## src/rtl/comap_pkg.sv

```systemverilog
// Package of the current output address map: area bases, field layout,
// analogue thresholds, watchdog timing and the request/answer carriers.
// Assumes a single 125 MHz core clock shared by every user of the package.
package comap_pkg;

   // ****************************************************************
   // Clock and timing
   // ****************************************************************
   localparam int unsigned CLK_HZ          = 125_000_000;
   localparam int unsigned WDG_TRIP_MS     = 500;
   localparam int unsigned WDG_TRIP_CYC    = (CLK_HZ / 1000) * WDG_TRIP_MS;
   localparam int unsigned WDG_FAIL_LIMIT  = 3;

   // ****************************************************************
   // Area bases, zero-based and numbered legacy scheme
   // ****************************************************************
   localparam logic [15:0] STAT_BIT_BASE_ZB  = 16'h0800;  // 2048
   localparam logic [15:0] STAT_BIT_BASE_NL  = 16'h36B1;  // 14001
   localparam logic [15:0] STAT_WORD_BASE_ZB = 16'h0300;  // 768
   localparam logic [15:0] STAT_WORD_BASE_NL = 16'h8980;  // 35200
   localparam logic [15:0] KIND_WORD_BASE_ZB = 16'h0400;  // 1024
   localparam logic [15:0] KIND_WORD_BASE_NL = 16'h89E4;  // 35300
   localparam logic [15:0] AUX_BASE_ZB       = 16'h0800;  // 2048
   localparam logic [15:0] AUX_BASE_NL       = 16'h8B74;  // 35700
   localparam logic [15:0] OUT_ALLOC_BASE_ZB = 16'h0000;  // 0
   localparam logic [15:0] OUT_ALLOC_BASE_NL = 16'h9C41;  // 40001
   localparam logic [15:0] OUT_SLOT_BASE_ZB  = 16'h0100;  // 256
   localparam logic [15:0] OUT_SLOT_BASE_NL  = 16'hAFC8;  // 45000

   localparam logic [15:0] STAT_BIT_STRIDE   = 16'h0008;
   localparam logic [15:0] AUX_STRIDE        = 16'h000C;
   localparam int unsigned AUX_WORDS         = 12;

   // ****************************************************************
   // Function and exception codes
   // ****************************************************************
   localparam logic [7:0] FC_READ_BITS   = 8'h02;
   localparam logic [7:0] FC_READ_HOLD   = 8'h03;
   localparam logic [7:0] FC_READ_INPUT  = 8'h04;
   localparam logic [7:0] FC_WRITE_ONE   = 8'h06;
   localparam logic [7:0] FC_WRITE_MULTI = 8'h10;
   localparam logic [7:0] EXC_ILL_FUNC   = 8'h01;
   localparam logic [7:0] EXC_ILL_ADDR   = 8'h02;

   // ****************************************************************
   // Field layout and reset values
   // ****************************************************************
   localparam int unsigned OUT_INVALID_BIT = 1;
   localparam int unsigned OUT_VALUE_LSB   = 4;
   localparam int unsigned STAT_LB_BIT     = 8;
   localparam int unsigned STAT_WDG_BIT    = 9;
   localparam int unsigned STAT_INV_BIT    = 10;
   localparam logic [15:0] OUT_WORD_RST    = 16'h0000;
   localparam logic [15:0] KIND_WORD_VAL   = 16'h00A5;  // Arbitrary value.

   // ****************************************************************
   // Analogue thresholds, 12-bit codes over a 0 to 25 mA span
   // ****************************************************************
   localparam int unsigned SPAN_UA       = 25_000;
   localparam int unsigned MIN_DRIVE_UA  = 1_000;
   localparam int unsigned BREAK_UA      = 100;
   localparam logic [11:0] MIN_DRIVE_CODE =
      12'((MIN_DRIVE_UA * 4095 + SPAN_UA - 1) / SPAN_UA);
   localparam logic [11:0] BREAK_CODE =
      12'((BREAK_UA * 4095) / SPAN_UA);

   // ****************************************************************
   // Carriers
   // ****************************************************************
   typedef struct packed {
      logic        valid;
      logic        legacy;   // 1: numbered legacy scheme.
      logic [7:0]  func;
      logic [15:0] addr;
      logic [15:0] wdata;
   } comap_req_t;

   typedef struct packed {
      logic        valid;
      logic        exc;
      logic [7:0]  exc_code;
      logic [15:0] rdata;
   } comap_rsp_t;

endpackage : comap_pkg

```

## src/rtl/comap_top.sv

```systemverilog
// Slot-based address map and supervision of a one-channel current output.
// Assumes requests come one word at a time from a protocol front end on
// core_clk_i, and that the measured current and configuration inputs are
// already synchronous to core_clk_i.
//
// Overview of operation
// - Every area has one zero-based and one numbered legacy base.
// - Status bits are read singly by function 2 at base + 8*slot + bit.
// - Status and kind words are read by function 4 at base plus slot.
// - Aux variables, field-protocol variant only, sit at base + 12*slot.
// - The output word is written by function 6 or 16, read by function 3.
// - Line-break detection exists and is switched on per channel.
// - With detection on and the output not switched off, at least 1 mA flows even when 0 mA is commanded.
// - With detection on and the output not switched off, a current below 0.1 mA reports a lead breakage.
// - The output goes off 500 ms after three failed exchanges in a row.
// - Only successive failures count; a good exchange restarts the count.
// - The process value travels as one unsigned 16-bit word.
// - Output word bit 1 is the invalid flag, bits 4 to 15 the 12-bit value.
// - The invalid status bit is dropped when scaling lies outside 10000 to 50000.
module comap_top #(
   parameter logic        HAS_AUX  = 1'b1,
   parameter int unsigned TRIP_CYC = comap_pkg::WDG_TRIP_CYC
) (
   input  wire logic                   core_clk_i,
   input  wire logic                   rst_n_i,
   input  wire comap_pkg::comap_req_t  req_i,
   output comap_pkg::comap_rsp_t       rsp_o,
   input  wire logic [7:0]             slot_i,
   input  wire logic [7:0]             alloc_pos_i,
   input  wire logic                   lb_enable_i,
   input  wire logic                   scale_in_range_i,
   input  wire logic [11:0]            meas_code_i,
   input  wire logic                   aux_wr_i,
   input  wire logic [3:0]             aux_idx_i,
   input  wire logic [15:0]            aux_data_i,
   input  wire logic                   comm_ok_i,
   input  wire logic                   comm_fail_i,
   output logic [11:0]                 drive_code_o,
   output logic                        line_break_o,
   output logic                        output_off_o
);
   import comap_pkg::*;

   // ****************************************************************
   // State
   // ****************************************************************
   typedef struct packed {
      comap_rsp_t                       rsp;
      logic [15:0]                      out_word;
      logic [AUX_WORDS-1:0][15:0]       aux;
      logic [11:0]                      drive;
      logic                             lbreak;
      logic                             off;
   } comap_state_t;

   comap_state_t st_reg;
   comap_state_t st_next;
   logic         wdg_off;

   // Returns whether addr lies in [base, base+span); off gives its offset above base.
   function automatic logic in_area(input logic [15:0] addr,
                                    input logic [15:0] base,
                                    input logic [15:0] span,
                                    output logic [15:0] off);
      logic [16:0] diff;
      diff = {1'b0, addr} - {1'b0, base};
      off  = diff[15:0];
      return !diff[16] && (diff[15:0] < span);
   endfunction : in_area

   function automatic logic [15:0] pick(input logic legacy,
                                        input logic [15:0] zb,
                                        input logic [15:0] nl);
      return legacy ? nl : zb;
   endfunction : pick

   // ****************************************************************
   // Watchdog
   // ****************************************************************
   comap_watchdog #(
      .TRIP_CYC    (TRIP_CYC)
   ) u_wdg (
      .core_clk_i  (core_clk_i),
      .rst_n_i     (rst_n_i),
      .comm_ok_i   (comm_ok_i),
      .comm_fail_i (comm_fail_i),
      .off_o       (wdg_off)
   );

   // ****************************************************************
   // Decode and supervision
   // ****************************************************************
   always_comb
   begin
      logic [15:0] off;
      logic [15:0] stat_word;
      logic [15:0] bit_start;
      logic [15:0] aux_start;
      logic [15:0] slot_w;
      logic [15:0] alloc_w;
      logic        hit;
      logic        fc_ok;
      logic [15:0] rd;
      logic        wr;
      logic        invalid;
      logic [11:0] cmd;

      off       = 16'h0;
      stat_word = 16'h0;
      invalid   = 1'b0;
      cmd       = 12'h000;
      slot_w    = {8'h00, slot_i};
      alloc_w   = {8'h00, alloc_pos_i};
      bit_start = pick(req_i.legacy, STAT_BIT_BASE_ZB, STAT_BIT_BASE_NL)
                  + 16'(slot_w * STAT_BIT_STRIDE);
      aux_start = pick(req_i.legacy, AUX_BASE_ZB, AUX_BASE_NL)
                  + 16'(slot_w * AUX_STRIDE);
      hit       = 1'b0;
      fc_ok     = 1'b0;
      rd        = 16'h0;
      wr        = 1'b0;
      st_next   = st_reg;

      // The invalid flag only exists when the scaling leaves room for it.
      invalid = scale_in_range_i && st_reg.out_word[OUT_INVALID_BIT];
      stat_word[STAT_LB_BIT]  = st_reg.lbreak;
      stat_word[STAT_WDG_BIT] = st_reg.off;
      stat_word[STAT_INV_BIT] = invalid;

      // Function 2 and the aux area share a zero-based base; the function
      // code separates them, so bits are tried first only for function 2.
      if (req_i.func == FC_READ_BITS &&
          in_area(req_i.addr, bit_start, STAT_BIT_STRIDE, off))
      begin
         hit   = 1'b1;
         fc_ok = 1'b1;
         rd    = {15'h0, stat_word[STAT_LB_BIT + 32'(off[2:0])]};
      end
      else if (in_area(req_i.addr,
                       pick(req_i.legacy, STAT_WORD_BASE_ZB,
                            STAT_WORD_BASE_NL) + slot_w, 16'h1, off))
      begin
         hit   = 1'b1;
         fc_ok = (req_i.func == FC_READ_INPUT);
         rd    = stat_word;
      end
      else if (in_area(req_i.addr,
                       pick(req_i.legacy, KIND_WORD_BASE_ZB,
                            KIND_WORD_BASE_NL) + slot_w, 16'h1, off))
      begin
         hit   = 1'b1;
         fc_ok = (req_i.func == FC_READ_INPUT);
         rd    = KIND_WORD_VAL;
      end
      else if (HAS_AUX && req_i.func != FC_READ_BITS &&
               in_area(req_i.addr, aux_start, AUX_STRIDE, off))
      begin
         hit   = 1'b1;
         fc_ok = (req_i.func == FC_READ_INPUT);
         rd    = st_reg.aux[off[3:0]];
      end
      else if (in_area(req_i.addr,
                       pick(req_i.legacy, OUT_ALLOC_BASE_ZB,
                            OUT_ALLOC_BASE_NL) + alloc_w, 16'h1, off) ||
               in_area(req_i.addr,
                       pick(req_i.legacy, OUT_SLOT_BASE_ZB,
                            OUT_SLOT_BASE_NL) + alloc_w, 16'h1, off))
      begin
         hit   = 1'b1;
         fc_ok = (req_i.func == FC_READ_HOLD) ||
                 (req_i.func == FC_WRITE_ONE) ||
                 (req_i.func == FC_WRITE_MULTI);
         wr    = (req_i.func != FC_READ_HOLD);
         rd    = st_reg.out_word;
      end

      st_next.rsp = '0;
      if (req_i.valid)
      begin
         st_next.rsp.valid = 1'b1;
         if (!hit)
         begin
            st_next.rsp.exc      = 1'b1;
            st_next.rsp.exc_code = EXC_ILL_ADDR;
         end
         else if (!fc_ok)
         begin
            st_next.rsp.exc      = 1'b1;
            st_next.rsp.exc_code = EXC_ILL_FUNC;
         end
         else if (wr)
         begin
            st_next.out_word  = req_i.wdata;
            st_next.rsp.rdata = req_i.wdata;
         end
         else
         begin
            st_next.rsp.rdata = rd;
         end
      end

      if (aux_wr_i && 32'(aux_idx_i) < AUX_WORDS)
      begin
         st_next.aux[aux_idx_i] = aux_data_i;
      end

      // The DAC takes the upper 12 bits; the low nibble is status only.
      cmd = st_reg.out_word[15:OUT_VALUE_LSB];
      if (lb_enable_i && cmd < MIN_DRIVE_CODE)
      begin
         cmd = MIN_DRIVE_CODE;
      end
      st_next.off    = wdg_off;
      st_next.drive  = wdg_off ? 12'h000 : cmd;
      // A breakage cannot be told from a switched-off output, so the
      // check is held off while the watchdog has the output down.
      st_next.lbreak = lb_enable_i && !wdg_off &&
                       (meas_code_i < BREAK_CODE);
   end

   always_ff @(posedge core_clk_i)
   begin
      if (!rst_n_i)
      begin
         st_reg          <= '0;
         st_reg.out_word <= OUT_WORD_RST;
      end
      else
      begin
         st_reg <= st_next;
      end
   end

   assign rsp_o        = st_reg.rsp;
   assign drive_code_o = st_reg.drive;
   assign line_break_o = st_reg.lbreak;
   assign output_off_o = st_reg.off;

endmodule : comap_top

```

## src/rtl/comap_watchdog.sv

```systemverilog
// Communication watchdog: counts successive failed exchanges with the
// communication unit and switches the output off after a fixed delay.
// Assumes fail and success strobes are one-cycle pulses on core_clk_i.
module comap_watchdog #(
   parameter int unsigned TRIP_CYC = comap_pkg::WDG_TRIP_CYC
) (
   input  wire logic core_clk_i,
   input  wire logic rst_n_i,
   input  wire logic comm_ok_i,
   input  wire logic comm_fail_i,
   output logic      off_o
);
   import comap_pkg::*;

   typedef struct packed {
      logic [1:0]  fails;
      logic        armed;
      logic [31:0] cnt;
      logic        off;
   } comap_wdg_state_t;

   comap_wdg_state_t st_reg;
   comap_wdg_state_t st_next;

   always_comb
   begin
      st_next = st_reg;
      if (comm_ok_i)
      begin
         // A good exchange restarts the count and clears the trip.
         st_next.fails = 2'h0;
         st_next.armed = 1'b0;
         st_next.cnt   = 32'h0;
         st_next.off   = 1'b0;
      end
      else if (comm_fail_i && !st_reg.armed)
      begin
         if (32'(st_reg.fails) + 32'h1 >= 32'(WDG_FAIL_LIMIT))
         begin
            st_next.armed = 1'b1;
            st_next.cnt   = 32'h0;
         end
         else
         begin
            st_next.fails = st_reg.fails + 2'h1;
         end
      end
      if (st_reg.armed && !st_reg.off && !comm_ok_i)
      begin
         if (st_reg.cnt >= 32'(TRIP_CYC - 1))
         begin
            st_next.off = 1'b1;
         end
         else
         begin
            st_next.cnt = st_reg.cnt + 32'h1;
         end
      end
   end

   always_ff @(posedge core_clk_i)
   begin
      if (!rst_n_i)
      begin
         st_reg <= '0;
      end
      else
      begin
         st_reg <= st_next;
      end
   end

   assign off_o = st_reg.off;

endmodule : comap_watchdog

```

## config.mk

```make
export PLATFORM = sky130hd
export DESIGN_NAME = comap_top
export DESIGN_NICKNAME = d
export VERILOG_FILES = /design/src/rtl/comap_pkg.sv /design/src/rtl/comap_top.sv /design/src/rtl/comap_watchdog.sv
export SDC_FILE = /design/constraint.sdc
export NUM_CORES = 1
export LEC_CHECK = 0
export BUFFER_PORTS_ARGS = -buffer_cell sky130_fd_sc_hd__buf_2
export CAP_MARGIN = 10
export CORE_MARGIN = 2
export CORE_UTILIZATION = 50
export CTS_BUF_LIST = sky130_fd_sc_hd__clkbuf_4
export CTS_CLUSTER_SIZE = 24
export DETAILED_ROUTE_END_ITERATION = 12
export PLACE_DENSITY = 0.72
export REMOVE_ABC_BUFFERS = 1
export SLEW_MARGIN = 20
export SYNTH_ARGS = -nofsm -noshare
export SYNTH_HDL_FRONTEND = slang
export SYNTH_SLANG_ARGS = --single-unit
export TNS_END_PERCENT = 100
```

## constraint.sdc

```tcl
create_clock -name core_clk_i -period 20.2 [get_ports core_clk_i]
set_input_delay 4.04 -clock core_clk_i [delete_from_list [all_inputs] [get_ports core_clk_i]]
set_output_delay 4.04 -clock core_clk_i [all_outputs]
set_load 0.05 [all_outputs]
```

* Word level (Yosys, flattened, before mapping) *
Cells that the tools add are included.

word-level totals
  output and inout bits = 40
  flip-flop bits (word level) = 284
  word-level logic and storage cells = 153
  bits of input ports = 97

cells by class
  eq/ne operators = 7
  multiplexer cells = 48
  reduce and logical (&&, ||, !) cells = 38
  $lt $le $gt $ge = 15
  bitwise operators = 2
  add/sub/neg operators = 16
  $mul = 1

operator list
  kind                                                                                   count
  16-bit two-way mux                                                                     14
  192-bit bitwise mux                                                                    1
  32-bit two-way mux                                                                     6
  16-bit by 16-bit subtractor with 17-bit output                                         5
  16-bit by 8-bit adder with 16-bit output                                               4
  16-bit binary-select mux with 4-bit select                                             1
  16-bit demux with 4-bit select                                                         1
  16-bit by 1-bit < comparator with 1-bit output, second input constant                  4
  42-bit two-way mux                                                                     1
  33-bit two-way mux                                                                     1
  32-bit by 1-bit adder with 32-bit output, second input constant                        1
  32-bit by 2-bit greater-or-equal comparator with 1-bit output, second input constant   1
  32-bit by 26-bit greater-or-equal comparator with 1-bit output, second input constant  1
  16-bit by 4-bit < comparator with 1-bit output, second input constant                  2
  1-bit two-way mux                                                                      18
  9-bit two-way mux                                                                      2
  1-bit logical AND                                                                      17
  16-bit by 15-bit subtractor with 17-bit output                                         1
  16-bit by 12-bit adder with 16-bit output                                              1
  8-bit by 2-bit == test with 1-bit output, second input constant                        2
  8-bit by 3-bit == test with 1-bit output, second input constant                        2
  8-bit by 2-bit inequality test with 1-bit output, second input constant                2
  14-bit by 11-bit adder with 15-bit output                                              1
  14-bit two-way mux                                                                     1
  other kinds (21)                                                                       37

* Depth between registers and ports, before layout *
  depth after elaboration = 15
  depth in mapped cells = 28
  mapped depth without buffers = 25

* Modules after synthesis *
From an unflattened synthesis, not the netlist that was laid out.

unflattened totals
  cells, all modules = 2374
  area total of the unflattened synthesis = 19329.8 um2

by module, submodules not included
  module          instances  area an instance (um2)  cells an instance  sequential area each (um2)
  comap_top       1          17241.5                 2109               4844.6
  comap_watchdog  1          2088.3                  265                720.7

* Least setup slack after synthesis *
OpenSTA, ideal clock, no wires.

  path kind = input-to-reg
  start = in slot_i[0]
  end = reg st_reg, in the netlist rsp_o[8]
  setup time = 0.086 ns
  data arrival time = 9.081 ns
  buffers on the path = 1
  stages = 24
  required time = 20.114 ns
  setup slack = 11.032 ns
  path through = ha_1 -> inv_1 -> fa_1 -> inv_1 -> ha_1 -> a21o_1 -> a21oi_1 -> nor2b_1 -> o21ai_0 -> o21ai_0 -> a21boi_0 -> ha_1 -> a211oi_2 -> a31oi_1 -> a2111oi_1 -> o2111ai_1 -> or4_4 -> nor4_4 -> nor3b_2 -> and4bb_1 -> o21ai_1 -> or2_1 -> buf_6 -> a221oi_2

between the ends
  word-level cells in the longest chain between the ends = 11
  elaborated cells between the ends (all ways) = 43
  classes of those cells = 8 x add/sub; 1 x mul; 4 x order compare; 19 x mux; 11 x reduce/logical

ends and longest elaborated chain
  element                                                                            line              source
  start, declared                                                                    comap_top.sv:28   input wire logic [7:0] slot_i,
  8-bit by 2-bit multiplier with 10-bit output                                       comap_top.sv:117  + 16'(slot_w * AUX_STRIDE);
  16-bit by 12-bit adder with 16-bit output                                          comap_top.sv:117
  16-bit by 16-bit subtractor with 17-bit output                                     comap_top.sv:66   diff = {1'b0, addr} - {1'b0, base};
  16-bit by 4-bit < comparator with 1-bit output or 1-bit zero test (tied branches)  comap_top.sv:68   return !diff[16] && (diff[15:0] < span);
  1-bit logical AND                                                                  comap_top.sv:68
  1-bit logical AND                                                                  comap_top.sv:155  else if (HAS_AUX && req_i.func != FC_READ_BITS &&
  1-bit two-way mux or 16-bit two-way mux (tied branches)                            comap_top.sv:155
  1-bit two-way mux or 16-bit two-way mux (tied branches)                            comap_top.sv:147  else if (in_area(req_i.addr,
  1-bit two-way mux or 16-bit two-way mux (tied branches)                            comap_top.sv:139  else if (in_area(req_i.addr,
  1-bit two-way mux or 16-bit two-way mux (tied branches)                            comap_top.sv:132  if (req_i.func == FC_READ_BITS &&
  4-bit AND reduction (no source line) or 16-bit two-way mux (tied branches)         -
  end signal, assigned                                                               comap_top.sv:230  st_reg <= st_next;
  end, declared                                                                      comap_top.sv:56   comap_state_t st_reg;

Parallel ways exist; a longest one is shown, timed or not. The select of a mux whose other input is x is not followed.
A chain may end at the register's enable or synchronous reset.

* Worst setup path in the final report *
  start = in slot_i[1]
  end = reg st_reg[219] in the netlist's numbering

between the ends
  word-level cells in the longest chain between the ends = 11
  elaborated cells between the ends (all ways) = 36
  classes of those cells = 8 x add/sub; 1 x mul; 4 x order compare; 12 x mux; 11 x reduce/logical

ends and longest elaborated chain
  element                                                                            line
  8-bit by 2-bit multiplier with 10-bit output                                       comap_top.sv:117
  16-bit by 12-bit adder with 16-bit output                                          comap_top.sv:117
  16-bit by 16-bit subtractor with 17-bit output                                     comap_top.sv:66
  16-bit by 4-bit < comparator with 1-bit output or 1-bit zero test (tied branches)  comap_top.sv:68
  1-bit logical AND                                                                  comap_top.sv:68
  1-bit logical AND                                                                  comap_top.sv:155
  1-bit two-way mux                                                                  comap_top.sv:155
  1-bit two-way mux                                                                  comap_top.sv:147
  1-bit two-way mux                                                                  comap_top.sv:139
  1-bit two-way mux                                                                  comap_top.sv:132
  4-bit AND reduction (no source line) *                                             -

Mark *: on every way between the ends. The rest lies on a longest branch, timed or not.

==> results.md <==
- Worst ir drop on vdd: 0.05078 mV
- TritonCTS Sinks: 278
- CTS HTree Levels: 3
- Hold path cells: 2
- GR Util met2: 46.90%
- CTS Root Cell: clkbuf_4
- Worst r2r src: u_wdg.st_reg[1]
- Post-synthesis cell count: 2342
- Hold path start: u_wdg.st_reg[27]
- DR pass1 iterations: 7
- Worst r2r dst: u_wdg.st_reg[17]
- Number of buffers added on ports: 126
- Sequential fraction of the synthesis area: 30.27%
- Crit path capture type: flop
- Layout cells sized above 1: 14.95%
- FP Rows: 70
- Cell taking the most area after synthesis: dfxtp_1
- Share of the synthesized area in the top cell type: 30.27%
- CP max FO: 33
- Vias in the first global route: 17100
- Worst r2r path cells: 13
- Final net count: 2617
- Post-cts resize count: 0
- Hold EP: u_wdg.st_reg[27]
- Syn-to-layout area delta: 7.841%
- Max Cap Viol: 0
- CP dominant cell by count: ha_1
- Main synth FF type: dfxtp_1
- Synth warn: 0
- Post-route DRC: 0
- Fin. max-slew vios: 0
- Min-delay worst type: flop to flop
- Outcome: completed
- Leak pwr: 7.572 nW
- Post-CTS Setup Repair Bufs: 0
- Antenna violations before repair: 5
- Grt met3 use: 4.831%
- Routed wire length: 54760 um
- Max reg flops: 208
- Pin count of the biggest net entering global routing: 133
- Synth Register Bits: 278
- Synth cell types: 97
- Setup Skew: 0.06148 ns
- TritonCTS Buffers: 69
- Vias per inst: 6.089
- Remaining global-route overflow: 0
- Chip width: 195.7 um
- R2R setup slack: 17.03 ns
- Final cycle utilization of the critical path: 48.11%
- TritonCTS clock tree: yes
- Total Neg Setup Slack: 0 ns
- Chip Height: 195.7 um
- Synth top area cells: dfxtp_1 30%, nand2_1 10%, a21oi_1 8.8%, ha_1 7.8%, mux4_2 5.9%
- Dpl cell area: 18990 sq um
- Via count: 17690
- Clock Path Buffers: 3
- Final Hold Fails: 0
- Critical Path RT: 20.79 ns
- CP Cell Sequence: buf_2, ha_1, inv_1, fa_1, inv_1, ha_1, a21o_1, a21oi_1, nor2b_1, o21ai_0, o21ai_0, a21boi_0, ha_1, a211oi_2, a31oi_1, a2111oi_1, o2111ai_1, or4_4, nor4_4, nor3b_2, and4bb_1, or2_2, nand4_1, a21oi_2
- Power Density: 69.80 nW/um^2
- Slowest stage cell, crit path: or2_2
- Met1 Resource Use GR: 35.40%
- Hold Buf Count CTS: 0
- Slew @ Worst Pin: 1.098 ns
- Post-synth EDFFs: 0
- Crit-path max cell delay: 0.57 ns
- Worst Path Class, Setup: input port to flop
- Final ANT Viol Nets: 0
- Max Freq: 102.9 MHz
- Global-route wire length before repair: 87300 um
- Core box area: 36430 sq um
- DP Wirelength: 37560 um
- Initial DRC count: 1387
- Synth Cell Area: 18380 sq um
- CP Data Arrival Time: 10.31 ns
- Clk_lat worst skew: 0.71 ns
- Design Area, Final: 19820 sq um
- Clock transition at path regs: 0.06 ns
- Unrepaired setup endpoints after global routing: false
- WL/cell: 18.84 um
- Type of origin of the critical path: input port
- Most frequent cells in the layout: 489 x nand2_1, 322 x a21oi_1, 278 x dfxtp_1
- Total Routing Usage GR: 28.16%
- IO Pins: 137
- Routability cong.: 0.8702
- Most Used Layer, Global Route: met2
- Starting Density: 50.45%
- Die Area: 38310 sq um
- Post-synth ARST share: 0%
- Pwr Total: 0.001384 W
- Filler instances: 3459
- Max_slew headroom: 26.78%
- Avg Cell Area, Syn: 7.849 sq um
- Most common cell after layout, fill and taps aside: nand2_1
- Min Tclk post-route: 9.717 ns
- Final setup fails: 0
## worst max-delay path by stage
stage	start	slack [ns]	to	cells past startpoint
after floorplan	slot_i[0]	10.54	st_reg[206]	23
after global placement	slot_i[1]	9.62	st_reg[221]	24
after detailed placement	slot_i[1]	9.50	st_reg[221]	24
after CTS	slot_i[1]	10.17	st_reg[214]	24
after global routing	slot_i[1]	9.85	st_reg[214]	26
final	slot_i[1]	10.48	st_reg[219]	24
## synthesized netlist by cell type, drive strengths merged (23+ instances only)
cell,n
nand2,489
dfxtp,278
nor2,111
nand4,24
xnor2,30
nand3,34
ha,115
o21ai,100
a21oi,328
clkbuf,112
a22oi,23
xor2,23
nor3,49
nand2b,24
and3,30
inv,101
buf,59
nor2b,26
mux4,48
## power breakdown
part | total [W] | switching [W] | internal (W)
Combinational | 0.000367 | 0.000227 | 0.000140
Sequential | 0.000557 | 0.00000298 | 0.000554
Clock | 0.000460 | 0.000224 | 0.000236
Total | 0.00138 | 0.000454 | 0.000930
## logic make-up after synthesis
logic type | Yosys count | synth area share [%]
XOR/XNOR | 53 | 2.525
flip-flops | 278 | 30.27
other | 1 | 0.02040
adder cells (fa/ha/maj) | 125 | 8.916
AO/OA/AOI/OAI | 649 | 21.70
buffers and inverters | 273 | 6.650
multiplexers | 70 | 7.174
AND/OR/NAND/NOR | 893 | 22.74
## worst max-delay path: cells and delay by family
kind,cells,cell delay [ns]
simple gates,7,2.28
compound gates,10,2.39
fa+ha+maj,4,1.32
buf+inv,3,0.25
## final cells by class
cell class              instances  area, sq um  area share (%)
inverters                     102        387.9           1.957
flip-flops and latches        278         5565           28.07
diodes                          3        7.507         0.03787
clock buffers                  92        690.7           3.484
multi-input cells            1796        11650           58.77
well taps                     468        585.6           2.954
clock inverters                19        137.6          0.6943
repair buffers                148        798.3           4.027
## layer usage
metal  up-vias  routed length (um)
met5         -                  22
met4         4                2323
met3       139                4175
met2       699               25750
met1      8407               22480
li1       8445                   -
## metrics by stage
| stage | hold WS, ns | utilization [%] | std cells | worst slack (ns) |
|---|---|---|---|---|
| 2_1_floorplan | 0.4049 | - | 2176 | 10.54 |
| 3_3_place_gp | 0.4199 | 52.09 | 2792 | 9.616 |
| 3_5_place_dp | 0.4315 | 52.11 | 2792 | 9.503 |
| 4_1_cts | 0.4400 | 54.39 | 2903 | 10.17 |
| 5_1_grt | 0.4598 | 54.40 | 2904 | 9.847 |
| 6_report | 0.4441 | 54.41 | 2906 | 10.48 |
(Power assumes the default switching activity.)
